## src/pkg/tcc_pkg.sv

```systemverilog
// Shared constants for the cell tally and mode control block
package tcc_pkg;

  // Bus geometry: register index sits at haddr[11:2]
  localparam int ADDR_W = 12;
  localparam int IDX_W  = 10;

  // Register indices; byte address is four times the index
  localparam logic [9:0] IDX_RX_LOW   = 10'h038;
  localparam logic [9:0] IDX_RX_MID   = 10'h039;
  localparam logic [9:0] IDX_RX_HIGH  = 10'h03A;
  localparam logic [9:0] IDX_UNC      = 10'h03B;
  localparam logic [9:0] IDX_MIS_LOW  = 10'h03C;
  localparam logic [9:0] IDX_MIS_HIGH = 10'h03D;
  localparam logic [9:0] IDX_STATUS   = 10'h03E;
  localparam logic [9:0] IDX_MODE     = 10'h200;

  // Mode register fields
  localparam int MODE_MASTER_RST = 7;
  localparam int MODE_LOGIC_RST  = 6;
  localparam int MODE_STAT_LAT   = 5;
  localparam int MODE_CNTR_LAT   = 4;
  localparam int MODE_IRQ_EN     = 3;
  localparam int MODE_SEC_OUT    = 0;
  localparam logic [7:0] MODE_RESET      = 8'h00;
  localparam logic [7:0] MODE_WRITE_MASK = 8'hF9;

  // Tally channels
  localparam int NUM_TALLY   = 3;
  localparam int TALLY_MAX_W = 19;
  localparam int CH_RX       = 0;
  localparam int CH_UNC      = 1;
  localparam int CH_MIS      = 2;
  localparam int TALLY_W [NUM_TALLY] = '{19, 8, 16};

  // Bus constants
  localparam logic [31:0] RDATA_ZERO = 32'h0000_0000;
  localparam logic        HRESP_OKAY = 1'h0;

  // One-second timing: 8 kHz reference derived from hclk
  localparam int CLK_PERIOD_NS  = 10;
  localparam int REF_PERIOD_NS  = 125000;
  localparam int REF_DIV_CYCLES = REF_PERIOD_NS / CLK_PERIOD_NS;
  localparam int REF_PER_SECOND = 8000;

endpackage

```

## src/pkg/tcc_tally_if.sv

```systemverilog
// Carrier between the register front end and the tally bank
`timescale 1ns/1ps
interface tcc_tally_if;
  logic [tcc_pkg::NUM_TALLY-1:0]                          event_hit;
  logic [tcc_pkg::NUM_TALLY-1:0]                          clear;
  logic                                                   tick;
  logic                                                   latch;
  logic                                                   hold;
  logic [tcc_pkg::NUM_TALLY-1:0][tcc_pkg::TALLY_MAX_W-1:0] value;

  modport ctrl (output event_hit, output clear, output tick, output latch, output hold,
                input value);
  modport bank (input event_hit, input clear, input tick, input latch, input hold,
                output value);
endinterface

```

## src/verilog/tcc_tally_bank.sv

```systemverilog
// Saturating event tallies with optional one-second latching
`timescale 1ns/1ps
module tcc_tally_bank (
  input wire logic   hclk,
  input wire logic   hresetn,
  tcc_tally_if.bank  tif
);
  import tcc_pkg::*;

  typedef struct packed {
    logic [NUM_TALLY-1:0][TALLY_MAX_W-1:0] acc;
    logic [NUM_TALLY-1:0][TALLY_MAX_W-1:0] pres;
  } tcc_bank_state_t;

  tcc_bank_state_t st_q;
  tcc_bank_state_t st_d;

  // Per channel: count, latch at the second, clear on read
  always_comb begin
    logic [TALLY_MAX_W-1:0] max_v;
    logic [TALLY_MAX_W-1:0] inc_v;
    max_v = '0;
    inc_v = '0;
    st_d  = st_q;
    for (int i = 0; i < NUM_TALLY; i++) begin
      max_v = TALLY_MAX_W'((64'h1 << TALLY_W[i]) - 64'h1);
      // Hold at the top so overflow never reads as a small count
      inc_v = (st_q.acc[i] == max_v) ? st_q.acc[i] : TALLY_MAX_W'(st_q.acc[i] + 1'b1);
      if (tif.hold) begin
        st_d.acc[i]  = '0;
        st_d.pres[i] = '0;
      end else if (tif.latch) begin
        if (tif.tick) begin
          // Window closes: publish it, start a fresh one with this cycle's event
          st_d.pres[i] = st_q.acc[i];
          st_d.acc[i]  = tif.event_hit[i] ? TALLY_MAX_W'(1) : '0;
        end else begin
          if (tif.event_hit[i]) begin
            st_d.acc[i] = inc_v;
          end
          if (tif.clear[i]) begin
            st_d.pres[i] = '0;
          end
        end
      end else begin
        // Event in the clearing cycle survives as a count of one
        if (tif.clear[i]) begin
          st_d.acc[i] = tif.event_hit[i] ? TALLY_MAX_W'(1) : '0;
        end else if (tif.event_hit[i]) begin
          st_d.acc[i] = inc_v;
        end
      end
    end
  end

  // Visible value follows the latching mode
  for (genvar g = 0; g < NUM_TALLY; g++) begin : g_value
    assign tif.value[g] = tif.latch ? st_q.pres[g] : st_q.acc[g];
  end

  // State register
  always_ff @(posedge hclk or negedge hresetn) begin
    if (!hresetn) begin
      st_q <= '0;
    end else begin
      st_q <= st_d;
    end
  end

endmodule

```

## src/verilog/tcc_cell_stats.sv

```systemverilog
// Cell tallies, event status and mode control behind an AHB-Lite slave
//
// Contract
// - Received cells counted in 19 bits over low, mid, high bytes; MSB at bit 2.
// - Reading any tally byte clears that count; here only low-byte reads do, mid and high reads clear a snapshot.
// - Uncorrectable header errors counted in one full 8-bit byte.
// - Mismatched cells counted in 16 bits over low and high bytes.
// - Upper five bits of the received-cell high byte read as zero.
// - Master reset bit holds machines in reset; all else returns to default.
// - Logic reset bit holds machines in reset; register contents unchanged.
// - Status latching shows only events between the last two seconds.
// - Latched status read clears it until the next second.
// - Without status latching, status accumulates all events since the last read.
// - Counter latching shows the count between the last two seconds.
// - Latched counter read clears it to zero until the next second.
// - Without counter latching, counter shows events since its last read.
// - Interrupt enable bit gates driving of the active-low interrupt pin.
// - Mode bits 2 and 1 are written zero and treated as zero.
// - Output mode: pin pulses once per 8000 periods of 8 kHz reference.
//
// Added by the designer: the AHB-Lite slave port.
`timescale 1ns/1ps
module tcc_cell_stats #(
  parameter int REF_DIV   = tcc_pkg::REF_DIV_CYCLES,
  parameter int REF_COUNT = tcc_pkg::REF_PER_SECOND
) (
  input  wire logic                       hclk,
  input  wire logic                       hresetn,
  input  wire logic                       hsel,
  input  wire logic [tcc_pkg::ADDR_W-1:0] haddr,
  input  wire logic [1:0]                 htrans,
  input  wire logic                       hwrite,
  input  wire logic [2:0]                 hsize,
  input  wire logic [31:0]                hwdata,
  input  wire logic                       hready,
  output logic      [31:0]                hrdata,
  output logic                            hreadyout,
  output logic                            hresp,
  input  wire logic                       rx_cell_evt,
  input  wire logic                       unc_err_evt,
  input  wire logic                       mismatch_evt,
  input  wire logic                       irq_request,
  output logic                            processor_irq_n_o,
  output logic                            processor_irq_n_oe,
  input  wire logic                       second_pulse_pin_i,
  output logic                            second_pulse_pin_o,
  output logic                            second_pulse_pin_oe,
  output logic                            one_second_tick
);
  import tcc_pkg::*;

  localparam int DIV_W = $clog2(REF_DIV + 1);
  localparam int SEC_W = $clog2(REF_COUNT + 1);
  localparam logic [DIV_W-1:0] DIV_LAST = DIV_W'(REF_DIV - 1);
  localparam logic [SEC_W-1:0] SEC_LAST = SEC_W'(REF_COUNT - 1);

  typedef struct packed {
    logic [7:0]           mode;
    logic                 wr_pend;
    logic [IDX_W-1:0]     wr_idx;
    logic [31:0]          rdata;
    logic [7:0]           rx_mid_snap;
    logic [2:0]           rx_high_snap;
    logic [7:0]           mis_high_snap;
    logic [2:0]           stat_live;
    logic [2:0]           stat_pres;
    logic [DIV_W-1:0]     div_cnt;
    logic [SEC_W-1:0]     sec_cnt;
    logic                 pulse_out;
    logic [2:0]           pin_sync;
    logic                 pin_level;
    logic                 tick;
    logic                 irq_n;
  } tcc_top_state_t;

  tcc_top_state_t st_q;
  tcc_top_state_t st_d;

  tcc_tally_if tif ();

  logic                 take;
  logic [IDX_W-1:0]     rd_idx;
  logic [7:0]           mode_now;
  logic                 master_rst;
  logic                 machines_held;
  logic [2:0]           evts;
  logic [2:0]           stat_view;
  logic                 ref_en;
  logic                 sec_internal;
  logic                 pin_fall;
  logic                 tick_now;
  logic [NUM_TALLY-1:0] clr;

  // Address phase qualifier; single word transfers only
  assign take   = hsel & htrans[1] & hready;
  assign rd_idx = haddr[ADDR_W-1:2];

  // Reset levels come from the stored mode so they act for whole cycles
  assign master_rst    = st_q.mode[MODE_MASTER_RST];
  assign machines_held = master_rst | st_q.mode[MODE_LOGIC_RST];

  // Events are dropped while the capture machines are held
  assign evts = machines_held ? 3'h0 : {mismatch_evt, unc_err_evt, rx_cell_evt};

  // 8 kHz enable and internal one-second event
  assign ref_en       = (st_q.div_cnt == DIV_LAST);
  assign sec_internal = ref_en & (st_q.sec_cnt == SEC_LAST);

  // Falling edge of the filtered pin level ends a low-high-low mark
  assign pin_fall = st_q.pin_level & ~st_q.pin_sync[2] & ~st_q.pin_sync[1];

  assign tick_now = ~machines_held &
                    (st_q.mode[MODE_SEC_OUT] ? sec_internal : pin_fall);

  // Status shown depends on the latching mode
  assign stat_view = st_q.mode[MODE_STAT_LAT] ? st_q.stat_pres : st_q.stat_live;

  // Mode after any write completing this cycle, used for read bypass too
  always_comb begin
    mode_now = st_q.mode;
    if (st_q.wr_pend && st_q.wr_idx == IDX_MODE) begin
      mode_now = hwdata[7:0] & MODE_WRITE_MASK;
    end
    if (mode_now[MODE_MASTER_RST]) begin
      mode_now = MODE_RESET | (8'h01 << MODE_MASTER_RST);
    end
  end

  // Main next-state logic
  always_comb begin
    st_d    = st_q;
    clr     = '0;
    st_d.mode    = mode_now;
    st_d.wr_pend = 1'b0;
    st_d.tick    = tick_now;
    st_d.irq_n   = ~irq_request;

    // Address phase: writes are finished in the data phase, reads answer now
    if (take) begin
      st_d.wr_pend = hwrite;
      st_d.wr_idx  = rd_idx;
      if (!hwrite) begin
        st_d.rdata = RDATA_ZERO;
        unique case (rd_idx)
          IDX_RX_LOW: begin
            st_d.rdata[7:0]   = tif.value[CH_RX][7:0];
            // Freeze upper bytes so the pair of later reads agrees
            st_d.rx_mid_snap  = tif.value[CH_RX][15:8];
            st_d.rx_high_snap = tif.value[CH_RX][18:16];
            clr[CH_RX]        = 1'b1;
          end
          IDX_RX_MID: begin
            st_d.rdata[7:0]  = st_q.rx_mid_snap;
            st_d.rx_mid_snap = 8'h00;
          end
          IDX_RX_HIGH: begin
            st_d.rdata[2:0]   = st_q.rx_high_snap;
            st_d.rx_high_snap = 3'h0;
          end
          IDX_UNC: begin
            st_d.rdata[7:0] = tif.value[CH_UNC][7:0];
            clr[CH_UNC]     = 1'b1;
          end
          IDX_MIS_LOW: begin
            st_d.rdata[7:0]    = tif.value[CH_MIS][7:0];
            st_d.mis_high_snap = tif.value[CH_MIS][15:8];
            clr[CH_MIS]        = 1'b1;
          end
          IDX_MIS_HIGH: begin
            st_d.rdata[7:0]    = st_q.mis_high_snap;
            st_d.mis_high_snap = 8'h00;
          end
          IDX_STATUS: begin
            st_d.rdata[2:0] = stat_view;
          end
          IDX_MODE: begin
            st_d.rdata[7:0] = mode_now;
          end
          default: begin
            st_d.rdata = RDATA_ZERO;
          end
        endcase
      end
    end

    // Status flags; a new event always beats a clearing read
    if (st_q.mode[MODE_STAT_LAT]) begin
      if (tick_now) begin
        st_d.stat_pres = st_q.stat_live;
        st_d.stat_live = evts;
      end else begin
        st_d.stat_live = st_q.stat_live | evts;
        if (take && !hwrite && rd_idx == IDX_STATUS) begin
          st_d.stat_pres = 3'h0;
        end
      end
    end else begin
      if (take && !hwrite && rd_idx == IDX_STATUS) begin
        st_d.stat_live = evts;
      end else begin
        st_d.stat_live = st_q.stat_live | evts;
      end
    end

    // Reference divider and second counter
    if (ref_en) begin
      st_d.div_cnt = '0;
      st_d.sec_cnt = sec_internal ? '0 : SEC_W'(st_q.sec_cnt + 1'b1);
    end else begin
      st_d.div_cnt = DIV_W'(st_q.div_cnt + 1'b1);
    end

    // Output pulse lasts one reference period
    if (sec_internal) begin
      st_d.pulse_out = 1'b1;
    end else if (ref_en) begin
      st_d.pulse_out = 1'b0;
    end

    // Pin synchroniser; level moves only once stages two and three agree
    st_d.pin_sync = {st_q.pin_sync[1:0], second_pulse_pin_i};
    if (st_q.pin_sync[1] == st_q.pin_sync[2]) begin
      st_d.pin_level = st_q.pin_sync[2];
    end

    // Logic reset: timing and edge machines held, stored values untouched
    if (machines_held) begin
      st_d.div_cnt   = '0;
      st_d.sec_cnt   = '0;
      st_d.pulse_out = 1'b0;
      st_d.pin_level = 1'b0;
      st_d.tick      = 1'b0;
    end

    // Master reset: every register except the reset bit to its default
    if (master_rst) begin
      st_d.rx_mid_snap   = 8'h00;
      st_d.rx_high_snap  = 3'h0;
      st_d.mis_high_snap = 8'h00;
      st_d.stat_live     = 3'h0;
      st_d.stat_pres     = 3'h0;
    end
  end

  // Tally bank hookup
  assign tif.event_hit = evts;
  assign tif.clear     = master_rst ? '0 : clr;
  assign tif.tick      = tick_now;
  assign tif.latch     = st_q.mode[MODE_CNTR_LAT];
  assign tif.hold      = master_rst;

  tcc_tally_bank u_bank (
    .hclk    (hclk),
    .hresetn (hresetn),
    .tif     (tif)
  );

  // State register
  always_ff @(posedge hclk or negedge hresetn) begin
    if (!hresetn) begin
      st_q <= '0;
    end else begin
      st_q <= st_d;
    end
  end

  // Zero wait states, always OKAY
  assign hrdata    = st_q.rdata;
  assign hreadyout = 1'b1;
  assign hresp     = HRESP_OKAY;

  // Interrupt pin is left floating unless enabled
  assign processor_irq_n_o  = st_q.irq_n;
  assign processor_irq_n_oe = st_q.mode[MODE_IRQ_EN];

  // One-second pin direction follows the mode
  assign second_pulse_pin_o  = st_q.pulse_out;
  assign second_pulse_pin_oe = st_q.mode[MODE_SEC_OUT];
  assign one_second_tick     = st_q.tick;

  // hsize is accepted but not checked: only whole words are expected
  logic unused_hsize;
  assign unused_hsize = ^hsize;

endmodule

```

## config.mk

```make
export PLATFORM = sky130hd
export DESIGN_NAME = tcc_cell_stats
export DESIGN_NICKNAME = d
export VERILOG_FILES = /design/src/pkg/tcc_pkg.sv /design/src/pkg/tcc_tally_if.sv /design/src/verilog/tcc_tally_bank.sv /design/src/verilog/tcc_cell_stats.sv
export SDC_FILE = /design/constraint.sdc
export NUM_CORES = 1
export LEC_CHECK = 0
export ABC_CLOCK_PERIOD_IN_PS = 1830
export BUFFER_PORTS_ARGS = -buffer_cell sky130_fd_sc_hd__buf_2
export CORE_ASPECT_RATIO = 1.25
export CORE_MARGIN = 1
export CORE_UTILIZATION = 54
export CTS_BUF_LIST = sky130_fd_sc_hd__clkbuf_16
export DETAILED_ROUTE_END_ITERATION = 12
export PLACE_DENSITY = 0.73
export SETUP_SLACK_MARGIN = 0.4
export SYNTH_ARGS = -nofsm -noshare
export SYNTH_HDL_FRONTEND = slang
export SYNTH_SLANG_ARGS = --single-unit
```

## constraint.sdc

```tcl
create_clock -name hclk -period 1.83 [get_ports hclk]
set_input_delay 0.4575 -clock hclk [delete_from_list [all_inputs] [get_ports hclk]]
set_output_delay 0.4575 -clock hclk [all_outputs]
set_load 0.005 [all_outputs]
```

Word-level counts from Yosys, hierarchy flattened
Cells that the tools add are included.

storage, ports and cells
  output and inout bits = 39
  register bits = 186
  bits of input ports = 59
  word-level logic and storage cells = 149

cells by class
  multiplexer cells = 68
  equality and inequality tests = 16
  bitwise operators = 13
  add/subtract/negate cells = 5
  reduce and logical (&&, ||, !) cells = 25

operator list
  operator                                                                 number
  19-bit two-way mux                                                       23
  16-bit two-way mux                                                       5
  10-bit by 6-bit equality test with 1-bit output, second input constant   7
  62-bit two-way mux                                                       1
  19-bit by 1-bit adder with 19-bit output, second input constant          3
  8-bit two-way mux                                                        7
  8-bit case mux with 2 select lines                                       2
  5-bit case mux with 6 select lines                                       1
  28-bit two-way mux                                                       1
  27-bit two-way mux                                                       1
  3-bit two-way mux                                                        9
  13-bit two-way mux                                                       2
  25-bit two-way mux                                                       1
  3-bit case mux with 8 select lines                                       1
  3-bit nonzero test                                                       8
  10-bit equality test, second input constant                              2
  19-bit by 16-bit equality test with 1-bit output, second input constant  1
  19-bit equality test, second input constant                              1
  19-bit by 8-bit equality test with 1-bit output, second input constant   1
  14-bit by 1-bit adder with 14-bit output, second input constant          1
  14-bit equality test, second input constant                              1
  14-bit two-way mux                                                       1
  13-bit by 1-bit adder with 13-bit output, second input constant          1
  13-bit equality test, second input constant                              1
  other kinds (15)                                                         45

Logic depth before layout (Yosys ltp)
Gate-level depths: netlist of the first run.

  depth in word-level cells = 9
  depth in mapped cells = 9
  gate-level depth less buffers = 8

By module
From an unflattened synthesis of the first run, not the netlist that was laid out.

unflattened totals
  cells, all modules = 1,126
  area total of the unflattened synthesis = 10,756.6 µm²

by module, submodules not included
  module          cells an instance  times used  sequential area each (µm²)  area an instance (µm²)
  tcc_tally_bank  675                1           2,852.7                     6,129.6
  tcc_cell_stats  451                1           2,152.1                     4,626.9

Least setup slack after synthesis of the first run
OpenSTA, ideal clock, no wires.

  path type = input-to-reg
  start point = input hready
  end point = register u_bank.st_q[84] (netlist name)
  library setup time = 118 ps
  data required time = 1,712 ps
  arrival = 1,890 ps
  setup slack = -178 ps
  stages = 8
  path buffers = 2
  cell sequence = nand3_2 > nand2b_4 > or3_1 > clkbuf_1 > or3_4 > nand2_2 > buf_6 > nor2_1

RTL lines
  what                    line                  source
  start: declaration      tcc_cell_stats.sv:35  input wire logic hready,
  end signal: assignment  tcc_tally_bank.sv:66  st_q <= st_d;
  end: declaration        tcc_tally_bank.sv:15  tcc_bank_state_t st_q;

Worst setup path after layout of the first run
  start point = register st_q[20] (netlist name)
  end point = register st_q[15] (netlist name)

between the ends
  longest elaborated chain between the ends = 5
  elaborated cells between the ends (all ways) = 6
  those cells by class = eq/ne: 1; mux: 3; bitwise: 1; reduce/logical: 1

RTL lines
  what                      line                   source
  start: declaration        tcc_cell_stats.sv:76   tcc_top_state_t st_q;
  start signal: assignment  tcc_cell_stats.sv:263  st_q <= st_d;
  14-bit equality test (*)  tcc_cell_stats.sv:106  assign ref_en = (st_q.div_cnt == DIV_LAST);
  1-bit bitwise AND         tcc_cell_stats.sv:107  assign sec_internal = ref_en & (st_q.sec_cnt == SEC_LAST);
  13-bit two-way mux        tcc_cell_stats.sv:208  st_d.sec_cnt = sec_internal ? '0 : SEC_W'(st_q.sec_cnt + 1'b1);
  13-bit two-way mux        tcc_cell_stats.sv:206  if (ref_en) begin
  28-bit two-way mux        tcc_cell_stats.sv:227  if (machines_held) begin

Mark *: on every way between the ends. The rest lies on a longest branch, timed or not. The select of a mux whose other input is x is not followed.
A chain may end at the register's enable or synchronous reset.

==> results of run 1 <==
## synthesized netlist by cell type (6+ instances only)
library cell / number / share of area, %
a21oi_1: 21 / 1.1
a22o_1: 36 / 3.3
and2_1: 6 / 0.39
and3_1: 15 / 0.98
and4_1: 9 / 0.83
buf_2: 14 / 0.73
buf_4: 36 / 2.8
clkbuf_1: 15 / 0.59
dfrtp_1: 186 / 49
inv_1: 9 / 0.35
mux2_2: 17 / 2.0
mux2i_1: 41 / 4.3
nand2_1: 81 / 3.2
nand2b_1: 16 / 1.0
nand3_1: 47 / 2.5
nand4_1: 20 / 1.3
nor2_1: 110 / 4.3
nor3_1: 14 / 0.73
nor4_1: 7 / 0.46
o21ai_0: 35 / 1.8
o21ai_2: 11 / 1.0
o2bb2ai_1: 12 / 1.1
xnor2_1: 16 / 1.5
xor2_1: 50 / 4.6
## routing by layer
metal  up-vias  part of all wire [%]
met2       322                    51
li1       3742                     -
met5         -                 0.046
met4         2                   4.6
met1      4139                    39
met3        99                   5.2
## metrics by stage
| step | worst slack (ns) | power [uW] | TNS (ns) | hold WS [ns] | cells |
|---|---|---|---|---|---|
| 2_1_floorplan | -0.1620 | 4644 | -5.960 | 0.1619 | 955 |
| 3_5_place_dp | -0.4098 | 4961 | -28.44 | 0.3515 | 1325 |
| 5_1_grt | -0.2601 | 8909 | -16.85 | 0.1143 | 1399 |
| 6_report | -0.1797 | 8636 | -7.771 | 0.1305 | 1400 |
| 3_3_place_gp | -0.3305 | 4941 | -25.06 | 0.3449 | 1325 |
| 4_1_cts | -0.1398 | 8585 | -8.346 | 0.1217 | 1370 |
## layout make-up
cell class | instances | share of cell area (%)
repair buffers | 256 | 16.70
clock inverters | 15 | 1.051
clock buffers | 17 | 3.247
flip-flops and latches | 186 | 35.55
multi-input cells | 691 | 41.00
diodes | 1 | 0.01910
inverters | 10 | 0.2961
well taps | 224 | 2.139
## power by group
part / switching, uW / leakage [uW] / internal [uW]
logic: 434 / 0.00293 / 337
registers: 54.4 / 0.00255 / 4180
clock network: 1730 / 0.000274 / 1900
## registers in the layout (all words and copies together), names as in the netlist
signal	count
second_pulse_pin_oe	1
processor_irq_n_oe	1
st_q	70
st_d	2
master_rst	1
one_second_tick	1
hrdata	8
processor_irq_n_o	1
u_bank.st_q	100
second_pulse_pin_o	1
## final timing paths
kind	endpoint	slack [ns]	cells after the start
min in group asynchronous	st_d[4]	0.53	2
worst max register to register	st_q[15]	-0.18	8
max in group asynchronous	st_q[50]	0.72	3
worst max-delay path	st_q[15]	-0.18	8
worst min-delay path	st_d[4]	0.13	1
worst min register to register	st_d[5]	0.37	0
## cells in the final DEF, fill, tap and decap left out, types with 11 or more instances in the layout
cell type / count
and3_1: 13
nand3_1: 43
xor2_1: 47
o21ai_1: 19
nor2_2: 13
nand2b_1: 16
mux2i_1: 28
mux2_2: 14
a22o_1: 36
nor2_1: 90
buf_4: 175
clkbuf_16: 19
buf_2: 34
buf_6: 23
nand2_1: 75
dfrtp_1: 184
conb_1: 26
xnor2_1: 16
a21oi_1: 13
nand4_1: 20
mux2i_4: 11
o21ai_2: 18
buf_12: 14
## logic make-up (layout without fill, tap and decap cells)
kind of cell | after synthesis | in the layout | share of synthesized area, %
compound gates | 170 | 171 | 13.19
xor+xnor | 66 | 66 | 6.056
fa+ha+maj | 5 | 5 | 0.6554
buf+inv | 81 | 298 | 5.177
flops | 186 | 186 | 48.76
mux | 58 | 58 | 6.305
other cells | 2 | 27 | 0.07868
simple gates | 363 | 365 | 19.78
## timing repair
action | in CTS | in global routing
endpoints found under the setup margin | 171 | 180
cloned | 2 | 3
hold buffers | 1 | 0
pin swaps | 29 | 49
resized for setup | 107 | 91
hold endpoints to repair | 35 | 0
buffers inserted | 10 | 26
==> summary.txt, run 1 <==
Synthesis
  – Mean post-synth cell area: 10.25 sq um
  – Commonest register cell after synthesis: dfrtp_1
  – Post-synthesis sequential area ratio: 48.76%
  – Post-synth EDFFs: 0
  – Cell variety after synth: 76
  – Cell Area, Synth: 0.009545 sq mm
  – Yosys reg bits: 186
  – Post-Syn Instances: 931
  – Ys async rst share: 100.0%
  – Yosys warns: 0

STA
  – Final hold violation count: 0
  – Fmax: 497.6 MHz
  – Worst Clk Skew: 0.009596 ns
  – Setup WS post-layout: -0.1797 ns
  – Final Max Tran Viols: 0
  – Final Critical Period: 2.010 ns
  – RSZ-0062 raised after global routing: yes
  – Tcrit/Tclk final: 109.8%
  – # setup viols final: 113

Status
  – Failing checks: setup timing
  – Status: finished, violations left

Final layout
  – Area delta synth->final: 37.24%
  – Share of cells above drive strength 1: 39.06%
  – Design area: 0.01310 sq mm
  – Final-layout fill cell count: 1094
  – Multi-input gate area in the final layout: 0.005371 sq mm
  – Nets@finish: 1226
  – Final core occ: 75.44%
  – Register Area: 0.004657 sq mm

Setup path
  – Critical path buffer and inverter count: 2
  – Crit-path slowest cell: nor4_1
  – Worst Path Max Fanout: 8
  – Crit path DAT: 2.39 ns
  – CP startpoint: st_q[20]
  – Worst Path Required: 2.21 ns
  – Cell family with most CP delay: simple AND/OR/NAND/NOR gates
  – Setup crit start kind: flip-flop
  – CP Class: reg -> reg
  – CP max stage delay: 0.37 ns
  – Worst path cell trace: ha_2, and4bb_2, nand4b_4, buf_4, buf_6, and2_4, nor4_1, a21o_1
  – Worst r2r src: st_q[20]
  – Critical Path End Type: flip-flop

Clocking
  – H-tree depth: 4
  – CTS tree: done
  – Maximum clock path buffer count: 2
  – Clock Pin Slew Worst Setup and Hold Paths: 0.07 ns
  – CTS Root Cell: clkbuf_16
  – Clk_lat worst skew: 0.44 ns
  – Clk sinks: 186
  – Num CTS Buffers: 17

Global routing
  – Initial antenna violation count: 2
  – Grt ovf: 0
  – First-pass GRT wire length: 42.06 mm
  – Met2 Use GR: 53.00%
  – Global Route Usage Sum: 30.02%
  – Met1 Use GR: 35.80%
  – GRT met3 Usage: 4.924%
  – Largest net degree at the start of global routing: 43
  – Vias in the first global route: 8181
  – Grt peak-use layer: met2

Hold path
  – Worst hold path type: in -> reg
  – Hold path start: second_pulse_pin_i

Run
  – Max Cap Viol: 0

Die
  – I/O pins: 98
  – Initial Util: 54.97%
  – FP Rows: 54
  – Die width: 120.9 um
  – Die area: 0.01822 sq mm
  – Die Y: 150.6 um
  – Core box area: 0.01736 sq mm

Detailed routing
  – Final WL: 28.10 mm
  – Average wire per standard cell: 20.07 um
  – Vias per cell: 5.931
  – First-pass DRT Iterations: 7
  – DRC errors left: 0
  – Vias: 8304
  – Drt initial violations: 644
  – Antenna viol nets, final: 0

Placement
  – GPL Wtd Cong: 1.003
  – Port Buffers: 39
  – Area after DPL: 0.01132 sq mm
  – Final HPWL DP: 18.09 mm

Power and ir drop
  – Pwr per Cell Area: 659.2 mW/mm^2
  – Leakage power: 0.005763 uW
  – Peak VDD IR: 0.0007066 V
No activity file was read; power rests on OpenSTA's default activity.
==> run 2: changes to the inputs <==
Settings changed: ABC_AREA from default to 1, ABC_CLOCK_PERIOD_IN_PS 1830 to 1700, CORE_UTILIZATION 54 to 55, SYNTH_HIERARCHICAL from default to 1.
Clock period 1.83 ns to 1.7 ns, I/O delays scaled along.
==> summary.txt, run 2 <==
Status
  – Status: finished, violations left
  – Failing checks: setup timing

Hold path
  – Hold worst-path end: st_d[4]
  – Worst hold path depth: 1 (unchanged)
  – Worst hold path type: in -> reg
  – Hold path start: second_pulse_pin_i

Power and ir drop
  – Power, Total: 12520 uW (+45%)
  – Peak VDD IR: 0.0006340 V (-10%)
  – Switching share of power: 34.82% (+9.2 points)
  – Pwr per Cell Area: 826.8 mW/mm^2 (+25%)
  – Clock share of power: 31.4% (-11 points)
  – Leakage power: 0.007407 uW (+29%)
  – Logic pwr share: 26.8% (+18 points)
  – Seq pwr share: 41.8% (-7.2 points)
  – P_sw: 4361 uW (+97%)
  – Internal cell power: 8163 uW (+27%)

Die
  – Die area: 0.02039 sq mm (+12%)
  – Core box area: 0.01940 sq mm (+12%)
  – I/O pins: 98 (unchanged)
  – Die Y: 159.4 um (+5.8%)
  – Initial Util: 56.18% (+1.2 points)
  – Die width: 127.9 um (+5.8%)
  – FP Rows: 57 (+5.6%)

Clocking
  – Clk_lat worst skew: 0.45 ns (about the same)
  – Num CTS Buffers: 17 (unchanged)
  – H-tree depth: 4 (unchanged)
  – CTS Root Cell: clkbuf_16
  – Clk sinks: 186 (unchanged)
  – Maximum clock path buffer count: 2 (unchanged)
  – Clock Pin Slew Worst Setup and Hold Paths: 0.07 ns (about the same)
  – CTS tree: done

Final layout
  – Commonest non-fill, non-tap cell in the layout: nand2_1
  – Nets@finish: 1741 (+42%)
  – Layout Cells excl Fill: 1955 (+40%)
  – Commonest non-fill, non-tap cells in the layout: nand2_1, dfrtp_1, inv_1
  – Design area: 0.01515 sq mm (+16%)
  – Share of cells above drive strength 1: 35.09% (-4.0 points)
  – Final core occ: 78.09% (+2.6 points)
  – Largest register FFs: 100 (unchanged)
  – Area delta synth->final: 39.00%
  – N_diodes: 0 (-1)
  – Most flops, register: u_bank/st_q

Detailed routing
  – DRC errors left: 0 (unchanged)
  – Vias per cell: 5.787 (-2.4%)
  – Antenna viol nets, final: 0 (unchanged)
  – Final WL: 36.86 mm (+31%)
  – Average wire per standard cell: 18.86 um (-6.1%)
  – First-pass DRT Iterations: 6 (-1)
  – Drt initial violations: 1222 (+90%)
  – Vias: 11313 (+36%)

Setup path
  – Critical Path End Type: flip-flop
  – Worst Path Max Fanout: 8 (unchanged)
  – Worst r2r src: st_q[18]
  – Setup crit start kind: flip-flop
  – RR Endpoint: u_bank/st_q[50]
  – Worst Path Required: 2.07 ns (-0.14 ns)
  – Crit path DAT: 2.55 ns (+0.16 ns)
  – Reg2reg path depth: 14 (+6)
  – CP Class: reg -> reg
  – Flop-to-flop setup slack: -0.47 ns (-0.29 ns)

STA
  – Worst-margin pin slew: 0.7130 ns
  – # setup viols final: 124 (+9.7%)
  – Setup_tns: -32.43 ns (-24.66 ns)
  – Slew headroom: 52.42%
  – Fmax: 459.9 MHz (-7.6%)
  – RSZ-0062 raised after global routing: yes
  – Final Critical Period: 2.175 ns (+0.1649 ns)
  – Tcrit/Tclk final: 127.9% (+18 points)
  – Worst Clk Skew: 0.01234 ns (+0.002745 ns)
  – Final hold violation count: 0 (unchanged)
  – Setup WS post-layout: -0.4746 ns (-0.2949 ns)
  – Final Max Tran Viols: 0 (unchanged)

Synthesis
  – Yosys warns: 6 (+6)
  – Mean post-synth cell area: 7.444 sq um (-27%)
  – Post-Syn Instances: 1464 (+57%)
  – Cell Area, Synth: 0.01090 sq mm (+14%)

Global routing
  – Vias in the first global route: 10286 (+26%)
  – Global Route Usage Sum: 30.54% (+0.52 points)
  – Grt ovf: 0 (unchanged)
  – Largest net degree at the start of global routing: 47 (+9.3%)
  – First-pass GRT wire length: 49.10 mm (+17%)
  – Initial antenna violation count: 0 (-2)

Placement
  – Area after DPL: 0.01229 sq mm (+8.6%)
  – Port Buffers: 39 (unchanged)
  – Final HPWL DP: 20.16 mm (+11%)
  – Dpl cells: 1837 (+39%)
  – GPL Wtd Cong: 0.9353 (-6.8%)

Run
  – Max Cap Viol: 0 (unchanged)
[run 2: cell types whose count changed in the layout (fill, tap and decap cells not counted), moves of 36 or more]
cell     delta
o21ai_0    +38
buf_4      -37
nand2_1   +158
nand3_1    +91
inv_1     +170
nand2_2    +36
[run 2: area by class of cell]
cell class	count	area (sq um)
tap	265	331.6
fill	1163	4250
clock inverter	15	137.6
multi-input combinational	1006	6218
timing repair inverter	4	36.28
timing repair buffer	255	2496
inverter	207	843.3
sequential	186	4659
clock buffer	17	425.4
[run 2: through the flow]
stage          worst slack, ns  hold WS [ns]
3_3_place_gp           -0.2554        0.3371
6_report               -0.4746       0.08269
2_1_floorplan          -0.2182        0.1294
4_1_cts                -0.2155       0.07732
5_1_grt                -0.5482       0.07242
3_5_place_dp           -0.2879        0.3417
[run 2: how the worst max path moves through the flow]
stage / from / slack, ns / endpoint / cells after the start
2_1_floorplan: st_q[20] / -0.22 / u_bank/st_q[1] / 14
3_3_place_gp: haddr[9] / -0.26 / u_bank/st_q[79] / 12
3_5_place_dp: st_q[7] / -0.29 / u_bank/st_q[73] / 16
4_1_cts: st_q[20] / -0.22 / u_bank/st_q[73] / 16
5_1_grt: st_q[18] / -0.55 / u_bank/st_q[48] / 14
6_report: st_q[18] / -0.47 / u_bank/st_q[50] / 14
[run 2: power groups by stage]
stage | Clock, uW | Combinational, uW | Sequential (uW)
after CTS | 3940 | 2790 | 5190
after floorplan | 0 | 1610 | 5190
after global placement | 0 | 2440 | 5250
final | 3930 | 3360 | 5230
after global routing | 4150 | 3640 | 5260
after detailed placement | 0 | 2490 | 5260
[run 2: critical path, stage by stage (launching register included)]
cell,delay [ns]
dfrtp_1,0.40
nand2_1,0.11
nor2_2,0.14
nand2_1,0.18
nor2_4,0.18
nand2_4,0.07
nand2_4,0.07
nand2_4,0.06
clkinv_4,0.09
nor2_4,0.05
o21ai_4,0.27
buf_6,0.18
clkbuf_16,0.15
nand3_1,0.07
o21ai_1,0.08
[run 2: layer usage]
layer	global-route usage, %	vias up	part of all wire, %
met5	0	-	0
met4	13.64	0	6.0
met3	4.940	188	8.3
met2	53.19	666	50
met1	36.87	5358	36
li1	-	5101	-
[run 2: repair_timing]
item	4_1_cts	5_1_grt
hold endpoints to repair	36	0
pin swaps	41	93
resized for setup	143	279
setup buffers	15	50
gates cloned	8	12
hold buffers	1	0
endpoints found under the setup margin	181	181
==> run 3: changes to the inputs <==
Settings changed: ABC_CLOCK_PERIOD_IN_PS 1700 to default, CORE_UTILIZATION 55 to 45, PLACE_DENSITY 0.73 to 0.61.
==> summary.txt, run 3 (synthesis gave the netlist of run 2 again) <==
Status
  – Status: finished, violations left
  – Failing checks: setup timing

Power and ir drop
  – Switching share of power: 34.27% (-0.56 points)
  – Leakage power: 0.007243 uW (-2.2%)
  – Peak VDD IR: 0.0006749 V (+6.4%)
  – Internal cell power: 8235 uW (+0.88%)
  – Clock share of power: 30.7% (-0.7 points)
  – Pwr per Cell Area: 814.5 mW/mm^2 (-1.5%)
  – Logic pwr share: 27.9% (+1.1 points)
  – P_sw: 4293 uW (-1.6%)
  – Seq pwr share: 41.4% (-0.4 points)

Die
  – Die area: 0.02485 sq mm (+22%)
  – FP Rows: 63 (+11%)
  – I/O pins: 98 (unchanged)
  – Core box area: 0.02373 sq mm (+22%)
  – Die Y: 176.0 um (+10%)
  – Initial Util: 45.93% (-10 points)
  – Die width: 141.2 um (+10%)

Setup path
  – Setup crit start kind: flip-flop
  – Worst Path Max Fanout: 9 (+1)
  – Critical Path End Type: flip-flop
  – Reg2reg path depth: 14 (unchanged)
  – CP Class: reg -> reg
  – CP startpoint: st_q[7]
  – Worst Path Required: 2.06 ns (about the same)
  – Crit path DAT: 2.42 ns (-0.13 ns)
  – Worst r2r src: st_q[7]

STA
  – Hold WS: 0.08701 ns (+0.004315 ns)
  – Setup WS post-layout: -0.3616 ns (+0.1130 ns)
  – Final Max Tran Viols: 0 (unchanged)
  – Fmax: 485.1 MHz (+5.5%)
  – Final Critical Period: 2.062 ns (-0.1130 ns)
  – # setup viols final: 134 (+8.1%)
  – Tcrit/Tclk final: 121.3% (-6.6 points)
  – Final hold violation count: 0 (unchanged)
  – Worst Clk Skew: 0.009813 ns (-0.002527 ns)
  – RSZ-0062 raised after global routing: yes

Global routing
  – Largest net degree at the start of global routing: 48 (+2.1%)
  – Initial antenna violation count: 0 (unchanged)
  – First-pass GRT wire length: 49.76 mm (+1.3%)
  – Vias in the first global route: 9814 (-4.6%)
  – Global Route Usage Sum: 25.79% (-4.7 points)
  – Grt ovf: 0 (unchanged)

Final layout
  – Largest register FFs: 100 (unchanged)
  – Area delta synth->final: 41.13%
  – N_diodes: 0 (unchanged)
  – Nets@finish: 1746 (+0.29%)
  – Share of cells above drive strength 1: 36.28% (+1.2 points)
  – Design area: 0.01538 sq mm (+1.5%)
  – Most flops, register: u_bank/st_q
  – Commonest non-fill, non-tap cell in the layout: nand2_1
  – Commonest non-fill, non-tap cells in the layout: nand2_1, inv_1, dfrtp_1

Detailed routing
  – Vias: 10458 (-7.6%)
  – Final WL: 33.14 mm (-10%)
  – Antenna viol nets, final: 0 (unchanged)
  – Average wire per standard cell: 16.41 um (-13%)
  – DRC errors left: 0 (unchanged)
  – Drt initial violations: 841 (-31%)
  – First-pass DRT Iterations: 6 (unchanged)
  – Vias per cell: 5.177 (-11%)

Clocking
  – Num CTS Buffers: 17 (unchanged)
  – Maximum clock path buffer count: 2 (unchanged)
  – CTS tree: done
  – CTS Root Cell: clkbuf_16
  – Clock Pin Slew Worst Setup and Hold Paths: 0.07 ns (about the same)
  – Clk_lat worst skew: 0.44 ns (about the same)
  – Clk sinks: 186 (unchanged)
  – H-tree depth: 4 (unchanged)

Placement
  – GPL Wtd Cong: 0.9029 (-3.5%)
  – Area after DPL: 0.01248 sq mm (+1.5%)
  – Port Buffers: 39 (unchanged)
  – Final HPWL DP: 20.95 mm (+3.9%)
  – Pre-CTS setup slack: -0.3441 ns (-0.05622 ns)

Hold path
  – Worst hold path type: in -> reg
  – Worst hold path depth: 1 (unchanged)
  – Hold path start: second_pulse_pin_i

Run
  – Max Cap Viol: 0 (unchanged)
-- run 3: final cells by class --
| cell class | count | area, sq um |
|---|---|---|
| clock inverter | 15 | 127.6 |
| clock buffer | 17 | 425.4 |
| fill | 1941 | 8347 |
| inverter | 207 | 860.8 |
| tap | 325 | 406.6 |
| sequential | 186 | 4661 |
| timing repair buffer | 260 | 2584 |
| timing repair inverter | 4 | 43.79 |
| multi-input combinational | 1006 | 6271 |
-- run 3: routing by layer --
| layer | global-route usage, % | up-vias | part of all wire [%] |
|---|---|---|---|
| met3 | 3.553 | 74 | 3.7 |
| met2 | 45.34 | 272 | 52 |
| met1 | 31.70 | 4999 | 40 |
| met4 | 10.60 | 0 | 3.5 |
| li1 | - | 5113 | - |
| met5 | 0 | - | 0 |
-- run 3: through the flow --
stage / std cells / utilization (%) / TNS (ns) / power [uW]
4_1_cts: 1985 / 58.44 / -24.93 / 11870
2_1_floorplan: 1488 / - / -12.58 / 6793
5_1_grt: 2020 / 64.82 / -40.67 / 13110
6_report: 2020 / 64.82 / -30.42 / 12530
3_5_place_dp: 1914 / 52.62 / -25.52 / 7788
3_3_place_gp: 1914 / 52.62 / -23.29 / 7754
-- run 3: power groups by stage --
| stage | Combinational [uW] | Sequential, uW | Clock (uW) |
|---|---|---|---|
| after floorplan | 1610 | 5190 | 0 |
| after global placement | 2540 | 5220 | 0 |
| after detailed placement | 2560 | 5230 | 0 |
| final | 3490 | 5180 | 3850 |
| after CTS | 2820 | 5140 | 3910 |
| after global routing | 3800 | 5230 | 4080 |
-- run 3: worst paths after layout --
kind                                    end  slack, ns
max in group asynchronous  u_bank/st_q[101]       0.73
min                                 st_d[4]       0.09
max                         u_bank/st_q[18]      -0.36
min reg2reg                         st_d[5]       0.36
max reg2reg                 u_bank/st_q[18]      -0.36
min in group asynchronous          st_q[11]       0.42
-- run 3: repair_timing --
action                                  4_1_cts  5_1_grt
setup buffers                                26       23
pin swaps                                    37      104
resized for setup                           143      319
hold buffers                                  1        0
gates cloned                                 12       12
hold endpoints to repair                     14        0
endpoints found under the setup margin      179      181
-- run 3: critical path, stage by stage (launching register included) --
cell and delay, ns:
dfrtp_1 0.36, ha_2 0.20, nand2_2 0.08, nor2_4 0.09, nand3_2 0.09, nor2_4 0.11
nand2_4 0.07, nand2_4 0.06, nand2_4 0.07, clkinv_8 0.09, inv_2 0.05, nor2_4 0.18
bufbuf_16 0.32, nand3_1 0.09, o21ai_0 0.10
